## src/verilog/asrs_defs.svh

```systemverilog
// Constants for the analog speed reference selector
`ifndef ASRS_DEFS_SVH
`define ASRS_DEFS_SVH

// Analog range setting codes (decimal 0, 1, 10, 11)
`define ASRS_RANGE_10V      7'h00
`define ASRS_RANGE_5V       7'h01
`define ASRS_RANGE_10V_REV  7'h0a
`define ASRS_RANGE_5V_REV   7'h0b
`define ASRS_RANGE_RST      7'h01

// Terminal 4 type setting codes
`define ASRS_T4_CURRENT     2'h0
`define ASRS_T4_5V          2'h1
`define ASRS_T4_10V         2'h2
`define ASRS_T4_TYPE_RST    2'h0

// Gain frequency in 0.01 Hz units: 50 Hz reset, 400 Hz ceiling
`define ASRS_GAIN_RST       16'h1388
`define ASRS_GAIN_MAX       16'h9c40

// Thermistor level that leaves terminal 2 usable
`define ASRS_THERM_DISABLE  14'h270f

// Input function code that routes the terminal-4 select
`define ASRS_AU_FUNC_CODE   8'h04

// Extended display value that opens the settings for writing
`define ASRS_EXT_DISPLAY_ALL 14'h0000

// Reading scale points: mV for voltage, uA for current
`define ASRS_FS_5V          15'h1388
`define ASRS_FS_10V         15'h2710
`define ASRS_FS_20MA        15'h4e20
`define ASRS_BIAS_4MA       15'h0fa0

`endif

```

## src/verilog/asrs_pkg.sv

```systemverilog
// Types shared by the analog speed reference selector
package asrs_pkg;

  typedef enum logic [0:0] {
    ASRS_IDLE,
    ASRS_DIV
  } asrs_state_type;

  typedef enum logic [0:0] {
    ASRS_DV_IDLE,
    ASRS_DV_RUN
  } asrs_div_state_type;

endpackage

```

## src/verilog/asrs_analog_speed_ref_select.sv

```systemverilog
// Analog frequency command source, range and reversal selection
`timescale 1ns/100ps
`include "asrs_defs.svh"

module asrs_analog_speed_ref_select
  import asrs_pkg::*;
#(
  parameter int NT = 5
)
(
  input  wire logic          clk_sys,
  input  wire logic          reset,
  input  wire logic [13:0]   extended_display_selection,
  input  wire logic          range_wr,
  input  wire logic [6:0]    range_wdata,
  input  wire logic          t4_type_wr,
  input  wire logic [1:0]    t4_type_wdata,
  input  wire logic          t2_gain_wr,
  input  wire logic          t4_gain_wr,
  input  wire logic [15:0]   gain_wdata,
  input  wire logic [13:0]   thermistor_protection_level,
  input  wire logic [NT*8-1:0] input_terminal_function_select,
  input  wire logic [NT-1:0] terminal_pin,
  input  wire logic          vi_switch_voltage,
  input  wire logic [14:0]   t2_reading,
  input  wire logic [14:0]   t4_reading,
  input  wire logic [15:0]   accel_ref_frequency,
  output logic [6:0]         analog_range_setting,
  output logic [1:0]         terminal4_type_setting,
  output logic [15:0]        terminal2_gain_frequency,
  output logic [15:0]        terminal4_gain_frequency,
  output logic               terminal4_select_input,
  output logic               t2_source,
  output logic               t4_source,
  output logic               t4_voltage,
  output logic               setting_mismatch,
  output logic               reversible,
  output logic               t2_range_10v,
  output logic [15:0]        slope_ref_frequency,
  output logic [15:0]        freq_cmd,
  output logic               reverse_dir,
  output logic               cmd_valid
);

  typedef struct packed {
    logic [NT-1:0]  pin_s1;
    logic [NT-1:0]  pin_s2;
    logic [NT-1:0]  pin_s3;
    logic [NT-1:0]  pin_filt;
    logic           sw_s1;
    logic           sw_s2;
    logic           sw_s3;
    logic           sw_filt;
    logic [6:0]     range;
    logic [1:0]     t4_type;
    logic [15:0]    t2_gain;
    logic [15:0]    t4_gain;
    logic           au;
    logic           t2_src;
    logic           t4_src;
    logic           t4_volt;
    logic           mismatch;
    logic           reversible;
    logic           t2_10v;
    logic [15:0]    slope_ref;
    asrs_state_type state;
    logic [15:0]    cmd_gain;
    logic           cmd_rev;
    logic           cmd_zero;
    logic [15:0]    freq_cmd;
    logic           reverse_dir;
    logic           cmd_valid;
  } asrs_regs_type;

  localparam asrs_regs_type ASRS_REGS_RST = '{
    range:    `ASRS_RANGE_RST,
    t4_type:  `ASRS_T4_TYPE_RST,
    t2_gain:  `ASRS_GAIN_RST,
    t4_gain:  `ASRS_GAIN_RST,
    state:    ASRS_IDLE,
    default:  '0
  };

  asrs_regs_type st_r;
  asrs_regs_type st_nxt;
  logic [NT-1:0] au_match;
  logic [NT-1:0] au_active;
  logic          wr_open;
  logic          range_ok;
  logic [14:0]   rd_x;
  logic [14:0]   full_scale;
  logic [14:0]   pivot;
  logic [14:0]   delta;
  logic [14:0]   span;
  logic          below;
  logic [15:0]   act_gain;
  logic          div_start;
  logic [30:0]   div_num;
  logic          div_done;
  logic [30:0]   div_quo;

  // Per-pin routing of the terminal 4 select function
  genvar gi;
  generate
    for (gi = 0; gi < NT; gi++) begin : g_au
      assign au_match[gi]  = input_terminal_function_select[gi*8 +: 8] == `ASRS_AU_FUNC_CODE;
      assign au_active[gi] = au_match[gi] & st_r.pin_filt[gi];
    end
  endgenerate

  assign wr_open = extended_display_selection == `ASRS_EXT_DISPLAY_ALL;
  assign range_ok = (range_wdata == `ASRS_RANGE_10V) || (range_wdata == `ASRS_RANGE_5V) ||
                    (range_wdata == `ASRS_RANGE_10V_REV) || (range_wdata == `ASRS_RANGE_5V_REV);

  // Scaling points of the active input
  always_comb begin
    act_gain = st_r.t4_src ? st_r.t4_gain : st_r.t2_gain;
    if (!st_r.t4_src) begin
      full_scale = st_r.t2_10v ? `ASRS_FS_10V : `ASRS_FS_5V;
      pivot = st_r.reversible ? (full_scale >> 1) : 15'h0000;
    end else if (!st_r.t4_volt) begin
      full_scale = `ASRS_FS_20MA;
      pivot = `ASRS_BIAS_4MA;
    end else begin
      full_scale = (st_r.t4_type == `ASRS_T4_10V) ? `ASRS_FS_10V : `ASRS_FS_5V;
      pivot = st_r.reversible ? (full_scale >> 1) : 15'h0000;
    end
    rd_x = st_r.t4_src ? t4_reading : t2_reading;
    if (rd_x > full_scale) begin
      rd_x = full_scale;
    end
    below = rd_x < pivot;
    if (!below) begin
      delta = rd_x - pivot;
      span = full_scale - pivot;
    end else if (st_r.reversible) begin
      delta = pivot - rd_x;
      span = pivot;
    end else begin
      delta = 15'h0000;
      span = 15'h0001;
    end
    div_num = {15'h0000, act_gain} * {16'h0000, delta};
  end

  always_comb begin
    st_nxt = st_r;
    div_start = 1'b0;
    st_nxt.cmd_valid = 1'b0;
    st_nxt.pin_s1 = terminal_pin;
    st_nxt.pin_s2 = st_r.pin_s1;
    st_nxt.pin_s3 = st_r.pin_s2;
    st_nxt.sw_s1 = vi_switch_voltage;
    st_nxt.sw_s2 = st_r.sw_s1;
    st_nxt.sw_s3 = st_r.sw_s2;
    for (int i = 0; i < NT; i++) begin
      if (st_r.pin_s2[i] == st_r.pin_s3[i]) begin
        st_nxt.pin_filt[i] = st_r.pin_s3[i];
      end
    end
    if (st_r.sw_s2 == st_r.sw_s3) begin
      st_nxt.sw_filt = st_r.sw_s3;
    end
    if (range_wr && wr_open && range_ok) begin
      st_nxt.range = range_wdata;
    end
    if (t4_type_wr && wr_open && (t4_type_wdata != 2'h3)) begin
      st_nxt.t4_type = t4_type_wdata;
    end
    if (t2_gain_wr && wr_open && (gain_wdata <= `ASRS_GAIN_MAX)) begin
      st_nxt.t2_gain = gain_wdata;
    end
    if (t4_gain_wr && wr_open && (gain_wdata <= `ASRS_GAIN_MAX)) begin
      st_nxt.t4_gain = gain_wdata;
    end
    st_nxt.reversible = (st_r.range == `ASRS_RANGE_10V_REV) ||
                        (st_r.range == `ASRS_RANGE_5V_REV);
    st_nxt.t2_10v = (st_r.range == `ASRS_RANGE_10V) ||
                    (st_r.range == `ASRS_RANGE_10V_REV);
    st_nxt.au = |au_active;
    st_nxt.t4_src = st_r.au;
    st_nxt.t2_src = !st_r.au &&
                    (thermistor_protection_level == `ASRS_THERM_DISABLE);
    st_nxt.t4_volt = (st_r.t4_type != `ASRS_T4_CURRENT) && st_r.sw_filt;
    st_nxt.mismatch = (st_r.t4_type == `ASRS_T4_CURRENT) == st_r.sw_filt;
    // Slope reference follows its own setting only, never the range
    st_nxt.slope_ref = accel_ref_frequency;
    case (st_r.state)
      ASRS_IDLE: begin
        div_start = 1'b1;
        st_nxt.cmd_gain = act_gain;
        st_nxt.cmd_rev = below && st_r.reversible;
        // A mis-set terminal 4 switch yields a zero command while terminal 4 is the source
        st_nxt.cmd_zero = !(st_r.t2_src || st_r.t4_src) || (st_r.t4_src && st_r.mismatch);
        st_nxt.state = ASRS_DIV;
      end
      ASRS_DIV: begin
        if (div_done) begin
          st_nxt.state = ASRS_IDLE;
          st_nxt.cmd_valid = 1'b1;
          st_nxt.reverse_dir = st_r.cmd_zero ? 1'b0 : st_r.cmd_rev;
          if (st_r.cmd_zero) begin
            st_nxt.freq_cmd = 16'h0000;
          end else if (div_quo > {15'h0000, st_r.cmd_gain}) begin
            st_nxt.freq_cmd = st_r.cmd_gain;
          end else begin
            st_nxt.freq_cmd = div_quo[15:0];
          end
        end
      end
      default: begin
        st_nxt.state = ASRS_IDLE;
      end
    endcase
  end

  always_ff @(posedge clk_sys or posedge reset) begin
    if (reset) begin
      st_r <= ASRS_REGS_RST;
    end else begin
      st_r <= st_nxt;
    end
  end

  asrs_divider #(
    .NW (31),
    .DW (15)
  ) u_div (
    .clk_sys     (clk_sys),
    .reset       (reset),
    .start       (div_start),
    .numerator   (div_num),
    .denominator (span),
    .done        (div_done),
    .quotient    (div_quo)
  );

  assign analog_range_setting     = st_r.range;
  assign terminal4_type_setting   = st_r.t4_type;
  assign terminal2_gain_frequency = st_r.t2_gain;
  assign terminal4_gain_frequency = st_r.t4_gain;
  assign terminal4_select_input   = st_r.au;
  assign t2_source                = st_r.t2_src;
  assign t4_source                = st_r.t4_src;
  assign t4_voltage               = st_r.t4_volt;
  assign setting_mismatch         = st_r.mismatch;
  assign reversible               = st_r.reversible;
  assign t2_range_10v             = st_r.t2_10v;
  assign slope_ref_frequency      = st_r.slope_ref;
  assign freq_cmd                 = st_r.freq_cmd;
  assign reverse_dir              = st_r.reverse_dir;
  assign cmd_valid                = st_r.cmd_valid;

  range_decode_a: assert property (
    @(posedge clk_sys) disable iff (reset)
    ($past(st_r.range) == `ASRS_RANGE_5V_REV) |-> (reversible && !t2_range_10v))
    else $error("range code 11 not decoded as reversible 0-5 V");

  range_reset_a: assert property (
    @(posedge clk_sys) disable iff (reset)
    $past(reset) |-> (analog_range_setting == `ASRS_RANGE_5V) && !reversible)
    else $error("range not at 0-5 V without reversal after reset");

  t4_volt_type_a: assert property (
    @(posedge clk_sys) disable iff (reset)
    t4_voltage |-> ($past(st_r.t4_type) != `ASRS_T4_CURRENT) && $past(st_r.sw_filt))
    else $error("terminal 4 voltage without voltage type and switch");

  source_excl_a: assert property (
    @(posedge clk_sys) disable iff (reset)
    t4_source |-> !t2_source ##0 ($past(terminal4_select_input) == t4_source))
    else $error("terminal 2 and terminal 4 selected together");

  au_routing_a: assert property (
    @(posedge clk_sys) disable iff (reset)
    (au_match == '0) ##1 (au_match == '0) |-> !terminal4_select_input)
    else $error("terminal 4 select without a routed pin");

  therm_block_a: assert property (
    @(posedge clk_sys) disable iff (reset)
    (thermistor_protection_level != `ASRS_THERM_DISABLE) |=> !t2_source)
    else $error("terminal 2 accepted with thermistor level set");

  write_lock_a: assert property (
    @(posedge clk_sys) disable iff (reset)
    (!wr_open && !$past(reset)) |=> $stable(analog_range_setting) &&
                                    $stable(terminal4_type_setting))
    else $error("setting changed while extended display is not 0");

  gain_limit_a: assert property (
    @(posedge clk_sys) disable iff (reset)
    (terminal2_gain_frequency <= `ASRS_GAIN_MAX) && (terminal4_gain_frequency <= `ASRS_GAIN_MAX))
    else $error("gain frequency above 400 Hz");

  cmd_bound_a: assert property (
    @(posedge clk_sys) disable iff (reset)
    cmd_valid |-> (freq_cmd <= $past(st_r.cmd_gain)))
    else $error("frequency command above gain frequency");

  reverse_gate_a: assert property (
    @(posedge clk_sys) disable iff (reset)
    (cmd_valid && reverse_dir) |-> $past(st_r.cmd_rev) && !$past(st_r.cmd_zero))
    else $error("reverse command without reversible low reading");

  cmd_period_a: assert property (
    @(posedge clk_sys) disable iff (reset)
    cmd_valid |=> !cmd_valid [*8] ##[1:40] cmd_valid)
    else $error("frequency command update period wrong");

  slope_keep_a: assert property (
    @(posedge clk_sys) disable iff (reset)
    $changed(analog_range_setting) && $stable(accel_ref_frequency) |=> $stable(slope_ref_frequency))
    else $error("slope reference moved with range change");

endmodule

```

## src/verilog/asrs_divider.sv

```systemverilog
// Serial restoring divider for the frequency command scaling
`timescale 1ns/100ps

module asrs_divider
  import asrs_pkg::*;
#(
  parameter int NW = 31,
  parameter int DW = 15
)
(
  input  wire logic          clk_sys,
  input  wire logic          reset,
  input  wire logic          start,
  input  wire logic [NW-1:0] numerator,
  input  wire logic [DW-1:0] denominator,
  output logic               done,
  output logic [NW-1:0]      quotient
);

  typedef struct packed {
    asrs_div_state_type state;
    logic [5:0]         cnt;
    logic [DW-1:0]      rem;
    logic [NW-1:0]      quo;
    logic [DW-1:0]      den;
    logic               done;
  } asrs_div_regs_type;

  asrs_div_regs_type st_r;
  asrs_div_regs_type st_nxt;
  logic [DW:0]       trial;

  always_comb begin
    st_nxt = st_r;
    st_nxt.done = 1'b0;
    trial = {st_r.rem, st_r.quo[NW-1]};
    case (st_r.state)
      ASRS_DV_IDLE: begin
        if (start) begin
          st_nxt.state = ASRS_DV_RUN;
          st_nxt.cnt = 6'(NW);
          st_nxt.rem = '0;
          st_nxt.quo = numerator;
          st_nxt.den = denominator;
        end
      end
      ASRS_DV_RUN: begin
        if (trial >= {1'b0, st_r.den}) begin
          st_nxt.rem = DW'(trial - {1'b0, st_r.den});
          st_nxt.quo = {st_r.quo[NW-2:0], 1'b1};
        end else begin
          st_nxt.rem = trial[DW-1:0];
          st_nxt.quo = {st_r.quo[NW-2:0], 1'b0};
        end
        st_nxt.cnt = st_r.cnt - 6'h01;
        if (st_r.cnt == 6'h01) begin
          st_nxt.state = ASRS_DV_IDLE;
          st_nxt.done = 1'b1;
        end
      end
      default: begin
        st_nxt.state = ASRS_DV_IDLE;
      end
    endcase
  end

  always_ff @(posedge clk_sys or posedge reset) begin
    if (reset) begin
      st_r <= '0;
    end else begin
      st_r <= st_nxt;
    end
  end

  assign done = st_r.done;
  assign quotient = st_r.quo;

endmodule

```

## config.mk

```make
export PLATFORM = sky130hd
export DESIGN_NAME = asrs_analog_speed_ref_select
export DESIGN_NICKNAME = d
export VERILOG_FILES = /design/src/verilog/asrs_pkg.sv /design/src/verilog/asrs_analog_speed_ref_select.sv /design/src/verilog/asrs_divider.sv
export VERILOG_INCLUDE_DIRS = /design/src /design/src/verilog
export SDC_FILE = /design/constraint.sdc
export NUM_CORES = 1
export LEC_CHECK = 0
export BUFFER_PORTS_ARGS = -buffer_cell sky130_fd_sc_hd__buf_2
export CAP_MARGIN = 40
export CORE_MARGIN = 2
export CORE_UTILIZATION = 41
export DETAILED_ROUTE_END_ITERATION = 16
export GPL_TIMING_DRIVEN = 0
export HOLD_SLACK_MARGIN = 0.15
export PLACE_DENSITY = 0.55
export SLEW_MARGIN = 0
export SYNTH_ARGS = -nofsm -noshare
export SYNTH_HDL_FRONTEND = slang
export SYNTH_SLANG_ARGS = --single-unit
```

## constraint.sdc

```tcl
create_clock -name clk_sys -period 12.2 [get_ports clk_sys]
set_input_delay 1.22 -clock clk_sys [delete_from_list [all_inputs] [get_ports clk_sys]]
set_output_delay 1.22 -clock clk_sys [all_outputs]
set_load 0.005 [all_outputs]
```

Word level (Yosys, flattened, before mapping)
Cells that the tools add are included.
{"block": "word_totals", "ff_bits": 194, "output_inout_bits": 82, "elab_cells": 134, "inputBits": 151}
{"block": "classes", "mul": 1, "bitwise_logic": 7, "reduce_logical": 29, "mux": 28, "eq_ne": 22, "addsub": 5, "n_lt_le_gt_ge": 5}
{"operator": "$mux W15", "count": 9}
{"operator": "$pmux W53 S2", "count": 1}
{"operator": "$mux W68", "count": 1}
{"operator": "$sub A15 B15 Y15", "count": 4}
{"operator": "$mux W16", "count": 3}
{"operator": "$mux W46", "count": 1}
{"operator": "$eq A8 B3 Y1 const B", "count": 5}
{"operator": "$mux W13", "count": 3}
{"operator": "$gt A31 B16 Y1", "count": 1}
{"operator": "$mul A16 B15 Y31", "count": 1}
{"operator": "$eq A7 B4 Y1 const B", "count": 4}
{"operator": "$mux W14", "count": 2}
{"operator": "$ge A16 B15 Y1", "count": 1}
{"operator": "$le A16 B16 Y1 const B", "count": 1}
{"operator": "$gt A15 B15 Y1", "count": 1}
{"operator": "$lt A15 B15 Y1", "count": 1}
{"operator": "$eq A14 B14 Y1 const B", "count": 1}
{"operator": "$logic_not A14 Y1", "count": 1}
{"operator": "$logic_not A7 Y1", "count": 2}
{"operator": "$logic_and A1 B1 Y1", "count": 12}
{"operator": "$eq A1 B1 Y1", "count": 7}
{"operator": "$eq A7 B1 Y1 const B", "count": 1}
{"operator": "$logic_or A1 B1 Y1", "count": 7}
{"operator": "$mux W1", "count": 7}
{"operator": "other kinds (12)", "count": 20}

Longest topological paths before layout
Gate-level depths: netlist of run 1.
{"block": "depth", "depth_word": 12, "ltp_mapped": 48, "ltp_nobuf": 44}

Cells and area by module
A second synthesis of run 1 with hierarchy kept.
{"block": "unflattened", "hier_cells": 2390, "hier_area_um2": 21373.0}
{"module": "asrs_analog_speed_ref_select", "seq_area_each_um2": 3141.8, "cells_each": 1938, "instances": 1, "area_per_inst_um2": 17225.3}
{"module": "asrs_divider", "seq_area_each_um2": 1726.7, "cells_each": 452, "instances": 1, "area_per_inst_um2": 4147.7}

Worst setup path after synthesis of run 1
Ideal clock, no wire load.
{"block": "synth_path", "path_type": "reg2reg", "start": "register st_r (netlist bit t4_source)", "end": "register u_div.st_r (netlist bit u_div.quotient[28])", "t_arrival_ns": 11.098, "stages_incl_launch_ff": 46, "path_buffers": 6, "setup_ns": 0.072, "setup_slack_ns": 1.031, "synth_period_minus_slack_ns": 11.169, "t_required_ns": 12.128, "path_cell_list": "dfrtp_1 -> buf_2 -> buf_1 -> buf_1 -> clkbuf_1 -> mux2_2 -> ha_1 -> o21a_1 -> o31ai_2 -> and3_4 -> nor2_1 -> o21a_1 -> ha_1 -> clkbuf_1 -> nand4_1 -> or2_2 -> a21oi_1 -> inv_1 -> [... 10 more ...] -> inv_1 -> fa_1 -> inv_1 -> fa_1 -> inv_1 -> fa_1 -> inv_1 -> ha_1 -> and3_1 -> a31oi_1 -> o21ai_0 -> a41oi_1 -> a21oi_1 -> o21ai_0 -> a211oi_1 -> o311ai_0 -> o41ai_1 -> nor2_1"}
{"block": "synth_via", "elab_chain_len": 9, "elab_cells_between_ends": 14, "classes_between": "add/sub: 2; mul: 1; order compare: 2; mux: 9"}
{"item": "start: declaration", "line": "asrs_analog_speed_ref_select.sv:84", "rtl": "asrs_regs_type st_r;"}
{"item": "start signal: assignment", "line": "asrs_analog_speed_ref_select.sv:221", "rtl": "st_r <= st_nxt;"}
{"item": "$mux W15 (on tied branches)", "line": "asrs_analog_speed_ref_select.sv:128, asrs_analog_speed_ref_select.sv:118"}
{"item": "$gt A15 B15 Y1", "line": "asrs_analog_speed_ref_select.sv:129", "rtl": "if (rd_x > full_scale) begin"}
{"item": "$mux W15", "line": "asrs_analog_speed_ref_select.sv:129"}
{"item": "$sub A15 B15 Y15", "line": "asrs_analog_speed_ref_select.sv:137", "rtl": "delta = pivot - rd_x;"}
{"item": "$mux W15", "line": "asrs_analog_speed_ref_select.sv:136", "rtl": "end else if (st_r.reversible) begin"}
{"item": "$mux W15", "line": "asrs_analog_speed_ref_select.sv:133", "rtl": "if (!below) begin"}
{"item": "$mul A16 B15 Y31 (*)", "line": "asrs_analog_speed_ref_select.sv:143", "rtl": "div_num = {15'h0000, act_gain} * {16'h0000, delta};"}
{"item": "$mux W68 (*)", "line": "asrs_divider.sv:39", "rtl": "if (start) begin"}
{"item": "$pmux W53 S2 (*)", "line": "asrs_divider.sv:37", "rtl": "case (st_r.state)"}
{"item": "end signal: assignment", "line": "asrs_divider.sv:71", "rtl": "st_r <= st_nxt;"}
{"item": "end: declaration", "line": "asrs_divider.sv:29", "rtl": "asrs_div_regs_type st_r;"}
Mark *: on every way between the ends. The rest lies on a longest branch, timed or not. The select of a mux whose other input is x is not followed.
A chain may end at the register's enable or synchronous reset.

Worst setup path in the final report of run 1
{"block": "layout_path", "start": "register st_r (netlist bit t4_source)", "end": "register u_div.st_r (netlist bit u_div.quotient[25])"}
Same word-level chain as after synthesis.

==> results of run 1 <==
## worst max-delay path: cells and delay by family (launching register included)
family | cells | cell delay, ns
fa+ha+maj | 9 | 4.01
compound gates | 15 | 3.52
buf+inv | 9 | 1.55
flops | 1 | 0.42
xor+xnor | 1 | 0.25
simple gates | 7 | 1.22
mux | 1 | 0.36
## cell families (layout without fill, tap and decap cells)
family	count (synthesis)	in the layout	synth area share, %
compound gates	437	437	14.6
buf+inv	446	735	9.83
simple gates	647	647	15.0
xor+xnor	48	48	2.12
flops	193	193	23.9
mux	111	111	5.91
fa+ha+maj	355	355	28.6
## placed cells by master, fill, tap and decap left out, drive strengths merged, types with 44 or more instances in the layout
master	synthesis	final
a21oi	100	100
buf	107	366
clkbuf	56	71
dfrtp	182	182
fa	182	182
ha	167	167
inv	282	291
mux2	67	67
mux2i	44	44
nand2	167	167
nand3	70	70
nor2	231	231
o21ai	98	98
## power by group
| part | internal (mW) | switching [mW] | leakage (nW) |
|---|---|---|---|
| logic | 0.252 | 0.352 | 8.90 |
| clock network | 0.286 | 0.321 | 0.303 |
| registers | 0.682 | 0.0306 | 2.46 |
## registers in the layout, summed over array words and instances, names as in the netlist, 7 cells and up
signal / cells
terminal2_gain_frequency: 16
slope_ref_frequency: 16
freq_cmd: 16
analog_range_setting: 7
u_div.st_r: 36
terminal4_gain_frequency: 16
st_nxt: 12
st_r: 31
u_div.quotient: 31
## final timing paths
| path | slack (ns) | cells after the start | from | end |
|---|---|---|---|---|
| worst max-delay path | 0.73 | 42 | t4_source$_DFF_PP0_ | u_div.quotient[25]$_DFFE_PP0P_ |
| worst min-delay path | 0.35 | 0 | st_nxt[118]$_DFF_PP0_ | st_nxt[113]$_DFF_PP0_ |
| worst max register to register | 0.73 | 42 | t4_source$_DFF_PP0_ | u_div.quotient[25]$_DFFE_PP0P_ |
| worst min register to register | 0.35 | 0 | st_nxt[118]$_DFF_PP0_ | st_nxt[113]$_DFF_PP0_ |
| max in group asynchronous | 10.43 | 3 | reset | st_r[33]$_DFFE_PP0N_ |
| min in group asynchronous | 0.84 | 2 | reset | st_nxt[116]$_DFF_PP0_ |
## cell type report
class	instances	share of cell area (%)
multi-input combinational	1598	58.1
timing repair buffer	263	6.16
tap	664	3.57
buffer	157	4.02
clock buffer	17	1.83
inverter	283	4.60
sequential	193	20.8
clock inverter	15	0.909
## metrics by stage
step / cells / setup TNS [ns] / util (%) / area (um2) / setup WS (ns)
after floorplan: 2237 / 0 / - / 20200 / 1.03
after global placement: 3133 / -28.21 / 45.5 / 22200 / -1.84
after detailed placement: 3153 / -16.67 / 45.9 / 22400 / -1.26
after CTS: 3189 / 0 / 47.4 / 23200 / 0.0195
after global routing: 3190 / 0 / 47.6 / 23300 / 0.0111
final: 3190 / 0 / 47.6 / 23300 / 0.731
## what timing repair did
| item | CTS | global route |
|---|---|---|
| gates resized for setup | 21 | 22 |
| setup buffers | 6 | 5 |
| setup endpoints to repair | 19 | 17 |
| pin swaps | 3 | 3 |
## layer usage
layer	share of wire (%)	wire length, um	track usage, %
met5	0.030	18	0
met1	45	27600	33.6
met4	2.4	1470	7.47
met2	47	28900	40.3
met3	5.0	3040	3.45
==> results.sh, run 1 <==
export IMPL_hp_class="flip-flop to flip-flop"
export IMPL_routed_wl_um=61000
export IMPL_finalSetupViolations=0
export IMPL_crit_slowest_cell="fa_1"
export IMPL_drc=0
export IMPL_yosysTopAreaCell="dfrtp_1"
export IMPL_clock_sink_count=193
export IMPL_synth_top_flop_cell="dfrtp_1"
export IMPL_slew_headroom_pct=41.9
export IMPL_yosysWarnings=0
export IMPL_powerDensity_nw_per_um2=82.7
export IMPL_layout_area_seq_um2=4840
export IMPL_start_util_pct=41.4
export IMPL_grtUsageTotal_pct=24.5
export IMPL_slew_violations=0
export IMPL_worstPathMaxFanout=13
export IMPL_portBuffers=232
export IMPL_tightestPinTransition_ns=0.848
export IMPL_overflow=0
export IMPL_grt_max_degree=101
export IMPL_antenna_found_initial=2
export IMPL_synth_edf_count=0
export IMPL_grt_pass1_wl_um=96500
export IMPL_finalPower_mw=1.92
export IMPL_status="complete, no violations"
export IMPL_crit_path_start_kind="flip-flop"
export IMPL_netlist_area_leader_share_pct=22.5
export IMPL_insertion_delay_ns=0.50
export IMPL_die_w_um=226
export IMPL_dr_pass1_iters=5
export IMPL_synthTopCellsByCount="inv_1 (281), nor2_1 (231), dfrtp_1 (182), fa_1 (182)"
export IMPL_dieHeight_um=226
export IMPL_synth_area_top_cells="dfrtp_1 (23%), fa_1 (18%), ha_1 (10%)"
export IMPL_synthToLayoutAreaGrowth_pct=15.0
export IMPL_fmax_ghz=0.0872
export IMPL_syn_inst=2237
export IMPL_core_um2=48800
export IMPL_crit_arrival_ns=11.87
export IMPL_layout_drive_gt1_share_pct=20.9
export IMPL_synth_distinct_cells=88
export IMPL_cts_root_buffer="clkbuf_16"
export IMPL_drt_initial_drc_count=1144
export IMPL_crit_path_frequent_cell="fa_1"
export IMPL_cp_slowest_stage_delay_ns=0.56
export IMPL_synth_most_common_cell="inv_1"
export IMPL_cts_made_buffers=17
export IMPL_synthesis_area_um2=20200
export IMPL_wire_per_inst_um=19.1
export IMPL_clkTransAtPathRegs_ns=0.09
export IMPL_synth_seq_cells=193
export IMPL_drv_cap=0
export IMPL_multi_input_area_um2=13500
export IMPL_pin_count=233
export IMPL_antenna_left=0
export IMPL_holdWs_ns=0.353
export IMPL_std_cell_rows=81
export IMPL_clock_skew_ns=0.0244
export IMPL_cp_data_required_time_ns=12.60
export IMPL_avgViaCountPerCell=5.36
export IMPL_ir_worst_vdd_uv=76.4
export IMPL_fillCellCount=4793
export IMPL_period_needed_ns=11.47
export IMPL_gp_congestion=0.898
export IMPL_syn_num_nets=2737
export IMPL_nets=3013
export IMPL_hpwl_um=49600
export IMPL_synthArstFlopShare_pct=100
export IMPL_rsz0062_at_grt="no"
export IMPL_synth_area_per_cell_um2=9.04
export IMPL_dieArea_um2=51100
export IMPL_min_period_over_period_pct=94.0
export IMPL_finalHoldViolations=0
export IMPL_cts_tree="yes"
export IMPL_hold_buffers=0
export IMPL_critPathKind="flip-flop to flip-flop"
export IMPL_end_kind="flip-flop"
export IMPL_grt_pass1_vias=17300
export IMPL_p_leak_nw=11.7
export IMPL_n_antenna_cell=0
export IMPL_ys_seq_area_share_pct=23.9
export IMPL_cts_max_level=4
export IMPL_cts_buffer_depth=2
export IMPL_via_count=17100
No activity file was read; power rests on OpenSTA's default activity.
==> run 2: changes to the inputs <==
- PLACE_DENSITY: 0.55 -> unset
==> results.sh, run 2 (synthesis results as in run 1) <==
export IMPL_status="complete, no violations"
export IMPL_drc=0
export IMPL_cp_slowest_stage_delay_ns=0.60
export IMPL_portBuffers=232
export IMPL_clkTransAtPathRegs_ns=0.09
export IMPL_comb_power_share_pct=31.4
export IMPL_cts_root_buffer="clkbuf_16"
export IMPL_grtUsageTotal_pct=24.1
export IMPL_end_kind="flip-flop"
export IMPL_fmax_ghz=0.0855
export IMPL_synthToLayoutAreaGrowth_pct=15.2
export IMPL_ir_worst_vdd_uv=78.4
export IMPL_hp_class="flip-flop to flip-flop"
export IMPL_grt_pass1_vias=17400
export IMPL_p_leak_nw=11.7
export IMPL_largest_register_ffs=36
export IMPL_n_antenna_cell=0
export IMPL_dieArea_um2=51100
export IMPL_critPathKind="flip-flop to flip-flop"
export IMPL_cts_max_level=4
export IMPL_wire_per_inst_um=18.7
export IMPL_antenna_found_initial=0
export IMPL_powerDensity_nw_per_um2=82.1
export IMPL_seqPwrFrac_pct=37.4
export IMPL_worstPathMaxFanout=10
export IMPL_finalPower_mw=1.91
export IMPL_hpwl_um=49100
export IMPL_crit_path_start_kind="flip-flop"
export IMPL_grt_pass1_wl_um=95000
export IMPL_insertion_delay_ns=0.49
export IMPL_dr_pass1_iters=6
export IMPL_overflow=0
export IMPL_clock_sink_count=193
export IMPL_avgViaCountPerCell=5.35
export IMPL_cts_tree="yes"
export IMPL_die_w_um=226
export IMPL_final_common_cell="inv_1"
export IMPL_pre_cts_slack_ns=-1.22
export IMPL_crit_arrival_ns=12.05
export IMPL_drt_initial_drc_count=1122
export IMPL_crit_slowest_cell="clkbuf_1"
export IMPL_crit_path_frequent_cell="fa_1"
export IMPL_antenna_left=0
export IMPL_grt_max_degree=102
export IMPL_dieHeight_um=226
export IMPL_rsz0062_at_grt="no"
export IMPL_start_util_pct=41.4
export IMPL_fin_util_pct=47.7
export IMPL_hold_buffers=0
export IMPL_nets=3016
export IMPL_intPower_mw=1.23
export IMPL_cp_data_required_time_ns=12.55
export IMPL_slew_violations=0
export IMPL_layout_drive_gt1_share_pct=21.1
export IMPL_p_sw_uw=680
export IMPL_clockPowerShare_pct=31.2
export IMPL_core_um2=48800
export IMPL_tightestPinTransition_ns=0.844
export IMPL_drv_cap=0
export IMPL_finalHoldViolations=0
export IMPL_switching_share_pct=35.5
export IMPL_slew_headroom_pct=42.1
export IMPL_routed_wl_um=59800
export IMPL_pin_count=233
export IMPL_min_period_over_period_pct=95.8
export IMPL_cts_buffer_depth=2
export IMPL_via_count=17100
export IMPL_std_cell_rows=81
export IMPL_cts_made_buffers=17
export IMPL_clock_skew_ns=0.0160
export IMPL_top_register="u_div.st_r"
export IMPL_gp_congestion=0.920
export IMPL_period_needed_ns=11.69
export IMPL_final_cell_mix="inv_1 (280), buf_2 (246), nor2_1 (229), fa_1 (182), dfrtp_1 (181)"
export IMPL_setup_ws_ns=0.507
export IMPL_finalSetupViolations=0
## run 2: cell types whose count changed in the layout (fill, tap and decap cells not counted), sizes merged
cell,delta
inv,-1
buf,+3
bufinv,+1
## run 2: timing repair
item                       CTS  global route
gates resized for setup     22            25
pin swaps                    3             3
setup buffers                7             7
setup endpoints to repair   19            16
## run 2: power by group through the flow
stage / Combinational [mW] / Sequential, mW / Clock [mW]
after floorplan: 0.436 / 0.715 / 0
after global placement: 0.572 / 0.727 / 0
after detailed placement: 0.586 / 0.726 / 0
after CTS: 0.595 / 0.715 / 0.616
after global routing: 0.677 / 0.720 / 0.640
final: 0.600 / 0.716 / 0.597
## run 2: path summary, 6_finish.rpt
kind                                                           endpoint  depth (start not counted)  slack, ns             startpoint
worst max-delay path                     u_div.quotient[29]$_DFFE_PP0P_                         42       0.51    t4_source$_DFF_PP0_
min in group asynchronous                         st_r[106]$_DFFE_PP0N_                          2       0.81                  reset
worst max register to register           u_div.quotient[29]$_DFFE_PP0P_                         42       0.51    t4_source$_DFF_PP0_
worst min register to register                    st_nxt[110]$_DFF_PP0_                          0       0.35  st_nxt[115]$_DFF_PP0_
worst min-delay path                              st_nxt[110]$_DFF_PP0_                          0       0.35  st_nxt[115]$_DFF_PP0_
max in group asynchronous       terminal4_gain_frequency[3]$_DFFE_PP1P_                          3      10.43                  reset
## run 2: cell type report
cell class / instances / area (um2)
Tap cell: 664 / 831
Timing Repair Buffer: 267 / 1470
Clock inverter: 15 / 201
Sequential cell: 193 / 4840
Buffer: 156 / 930
Inverter: 283 / 1070
Multi-Input combinational cell: 1598 / 13500
Clock buffer: 17 / 425
Fill cell: 4793 / 25600
## run 2: through the flow
step	cells	hold WS (ns)	setup TNS (ns)	cell area (um2)
2_1_floorplan	2237	0.331	0	20200
3_3_place_gp	3133	0.332	-28.04	22200
3_5_place_dp	3154	0.335	-14.97	22400
4_1_cts	3191	0.353	0	23200
5_1_grt	3193	0.359	0	23300
6_report	3193	0.351	0	23300
## run 2: per-layer routing
layer  share of wire, %  track usage [%]  wire length (um)
met1                 44             32.1             26400
met2                 48             40.3             28800
met3                5.3             3.68              3150
met4                2.5             7.51              1470
met5                  0                0                 0
## run 2: critical path: cells and delay by family (launching register included)
| kind | cells | cell delay, ns |
|---|---|---|
| adders and majority gates | 9 | 4.04 |
| AOI/OAI and AO/OA | 13 | 2.74 |
| and+or+nand+nor | 9 | 1.91 |
| buffers and inverters | 9 | 1.84 |
| DFF | 1 | 0.42 |
| muxes | 1 | 0.38 |
| xor gates and xnor gates | 1 | 0.21 |
==> run 3: changes to the inputs <==
- CTS_CLUSTER_SIZE: unset -> 10
- clock period: 12.2 -> 11.4 ns (I/O delays scaled with it)
==> results.sh, run 3 (synthesis results as in run 1) <==
export IMPL_worstPathMaxFanout=12
export IMPL_crit_path_frequent_cell="fa_1"
export IMPL_antenna_left=0
export IMPL_avgViaCountPerCell=5.34
export IMPL_overflow=0
export IMPL_insertion_delay_ns=0.50
export IMPL_gp_congestion=0.920
export IMPL_crit_path_start_kind="flip-flop"
export IMPL_grt_pass1_vias=17500
export IMPL_grt_pass1_wl_um=95500
export IMPL_grtUsageTotal_pct=24.3
export IMPL_nets=3026
export IMPL_n_antenna_cell=0
export IMPL_cp_slowest_stage_delay_ns=0.54
export IMPL_hpwl_um=49100
export IMPL_cts_tree="yes"
export IMPL_largest_register_ffs=36
export IMPL_top_register="u_div.st_r"
export IMPL_drt_initial_drc_count=1241
export IMPL_clock_sink_count=193
export IMPL_end_kind="flip-flop"
export IMPL_clkTransAtPathRegs_ns=0.08
export IMPL_cts_made_buffers=17
export IMPL_slew_headroom_pct=41.2
export IMPL_std_cell_rows=81
export IMPL_pre_cts_slack_ns=-2.02
export IMPL_pin_count=233
export IMPL_p_leak_nw=11.7
export IMPL_hold_buffers=0
export IMPL_holdWs_ns=0.351
export IMPL_routed_wl_um=60300
export IMPL_critPathKind="flip-flop to flip-flop"
export IMPL_portBuffers=232
export IMPL_finalHoldViolations=0
export IMPL_period_needed_ns=10.97
export IMPL_grt_max_degree=102
export IMPL_layout_drive_gt1_share_pct=22.3
export IMPL_final_cell_mix="inv_1 (278), buf_2 (244), nor2_1 (227), fa_1 (182), dfrtp_1 (181)"
export IMPL_dr_pass1_iters=5
export IMPL_setup_ws_ns=0.435
export IMPL_reg2reg_slack_ns=0.43
export IMPL_synthToLayoutAreaGrowth_pct=16.1
export IMPL_dieHeight_um=226
export IMPL_tightestPinTransition_ns=0.857
export IMPL_stdcell_count=3203
export IMPL_min_period_over_period_pct=96.2
export IMPL_dieArea_um2=51100
export IMPL_core_um2=48800
export IMPL_dpl_cell_count=3154
export IMPL_fillCellCount=4773
export IMPL_finalPower_mw=2.06
export IMPL_clock_skew_ns=0.0102
export IMPL_drv_cap=0
export IMPL_crit_slowest_cell="fa_1"
export IMPL_crit_arrival_ns=11.32
export IMPL_finalSetupViolations=0
export IMPL_ir_worst_vdd_uv=85.4
export IMPL_drc=0
export IMPL_cts_max_level=4
export IMPL_cts_root_buffer="clkbuf_16"
export IMPL_slew_violations=0
export IMPL_antenna_found_initial=0
export IMPL_fmax_ghz=0.0912
export IMPL_hp_class="flip-flop to flip-flop"
export IMPL_die_w_um=226
export IMPL_powerDensity_nw_per_um2=87.6
export IMPL_cp_data_required_time_ns=11.76
export IMPL_final_common_cell="inv_1"
export IMPL_status="complete, no violations"
export IMPL_start_util_pct=41.4
export IMPL_cts_buffer_depth=2
export IMPL_via_count=17100
export IMPL_wire_per_inst_um=18.8
[run 3: cell types whose count changed in the layout (fill, tap and decap cells not counted), moves of 3 or more]
cell,before,now
buf_6,7,10
a21oi_1,93,89
ha_2,0,6
a21oi_2,3,7
buf_4,106,116
ha_1,167,161
[run 3: what timing repair did]
action,CTS,global route
setup endpoints to repair,24,16
gates resized for setup,38,42
pin swaps,7,11
buffers inserted,16,8
gates cloned,0,0
[run 3: area by class of cell]
type	count	area (um2)	area share (%)
clock buffers	17	425	1.81
flip-flops and latches	193	4840	20.6
plain buffers	156	965	4.11
well taps	664	831	3.54
clock inverters	15	201	0.858
repair buffers	277	1550	6.58
multi-input cells	1598	13600	57.9
inverters	283	1080	4.59
[run 3: path summary, 6_finish.rpt]
| path | start | end | cells after the start |
|---|---|---|---|
| max in group asynchronous | reset | terminal4_gain_frequency[3]$_DFFE_PP1P_ | 3 |
| worst min register to register | st_nxt[115]$_DFF_PP0_ | st_nxt[110]$_DFF_PP0_ | 0 |
| worst max-delay path | t4_source$_DFF_PP0_ | u_div.quotient[29]$_DFFE_PP0P_ | 46 |
| worst max register to register | t4_source$_DFF_PP0_ | u_div.quotient[29]$_DFFE_PP0P_ | 46 |
| min in group asynchronous | reset | st_r[106]$_DFFE_PP0N_ | 2 |
| worst min-delay path | st_nxt[115]$_DFF_PP0_ | st_nxt[110]$_DFF_PP0_ | 0 |
[run 3: per-stage QoR]
| stage | cell area, um2 | setup TNS, ns | utilization, % |
|---|---|---|---|
| global placement | 22200 | -46.81 | 45.5 |
| finish | 23500 | 0 | 48.1 |
| CTS | 23300 | 0 | 47.7 |
| detailed placement | 22400 | -31.54 | 45.9 |
| global route | 23500 | -0.136 | 48.1 |
| floorplan | 20200 | 0 | - |
[run 3: metal layers]
| layer | track usage, % | up-vias | part of all wire, % |
|---|---|---|---|
| met5 | 0 | - | 0 |
| met4 | 8.96 | 0 | 3.2 |
| met3 | 3.88 | 91 | 4.5 |
| met2 | 40.0 | 425 | 47 |
| met1 | 32.2 | 8532 | 45 |
| li1 | - | 8071 | - |
[run 3: power by group]
group / leakage (nW) / internal, mW / switching, mW
sequential: 2.46 / 0.730 / 0.0357
clock: 0.302 / 0.319 / 0.323
combinational: 8.98 / 0.275 / 0.375
[run 3: worst max-delay path, delay by kind of cell, from the launching register on]
kind	cells	cell delay (ns)
fa+ha+maj	9	4.03
compound gates	15	2.79
buf+inv	11	1.56
simple gates	9	1.43
flops	1	0.38
mux	1	0.37
xor+xnor	1	0.22
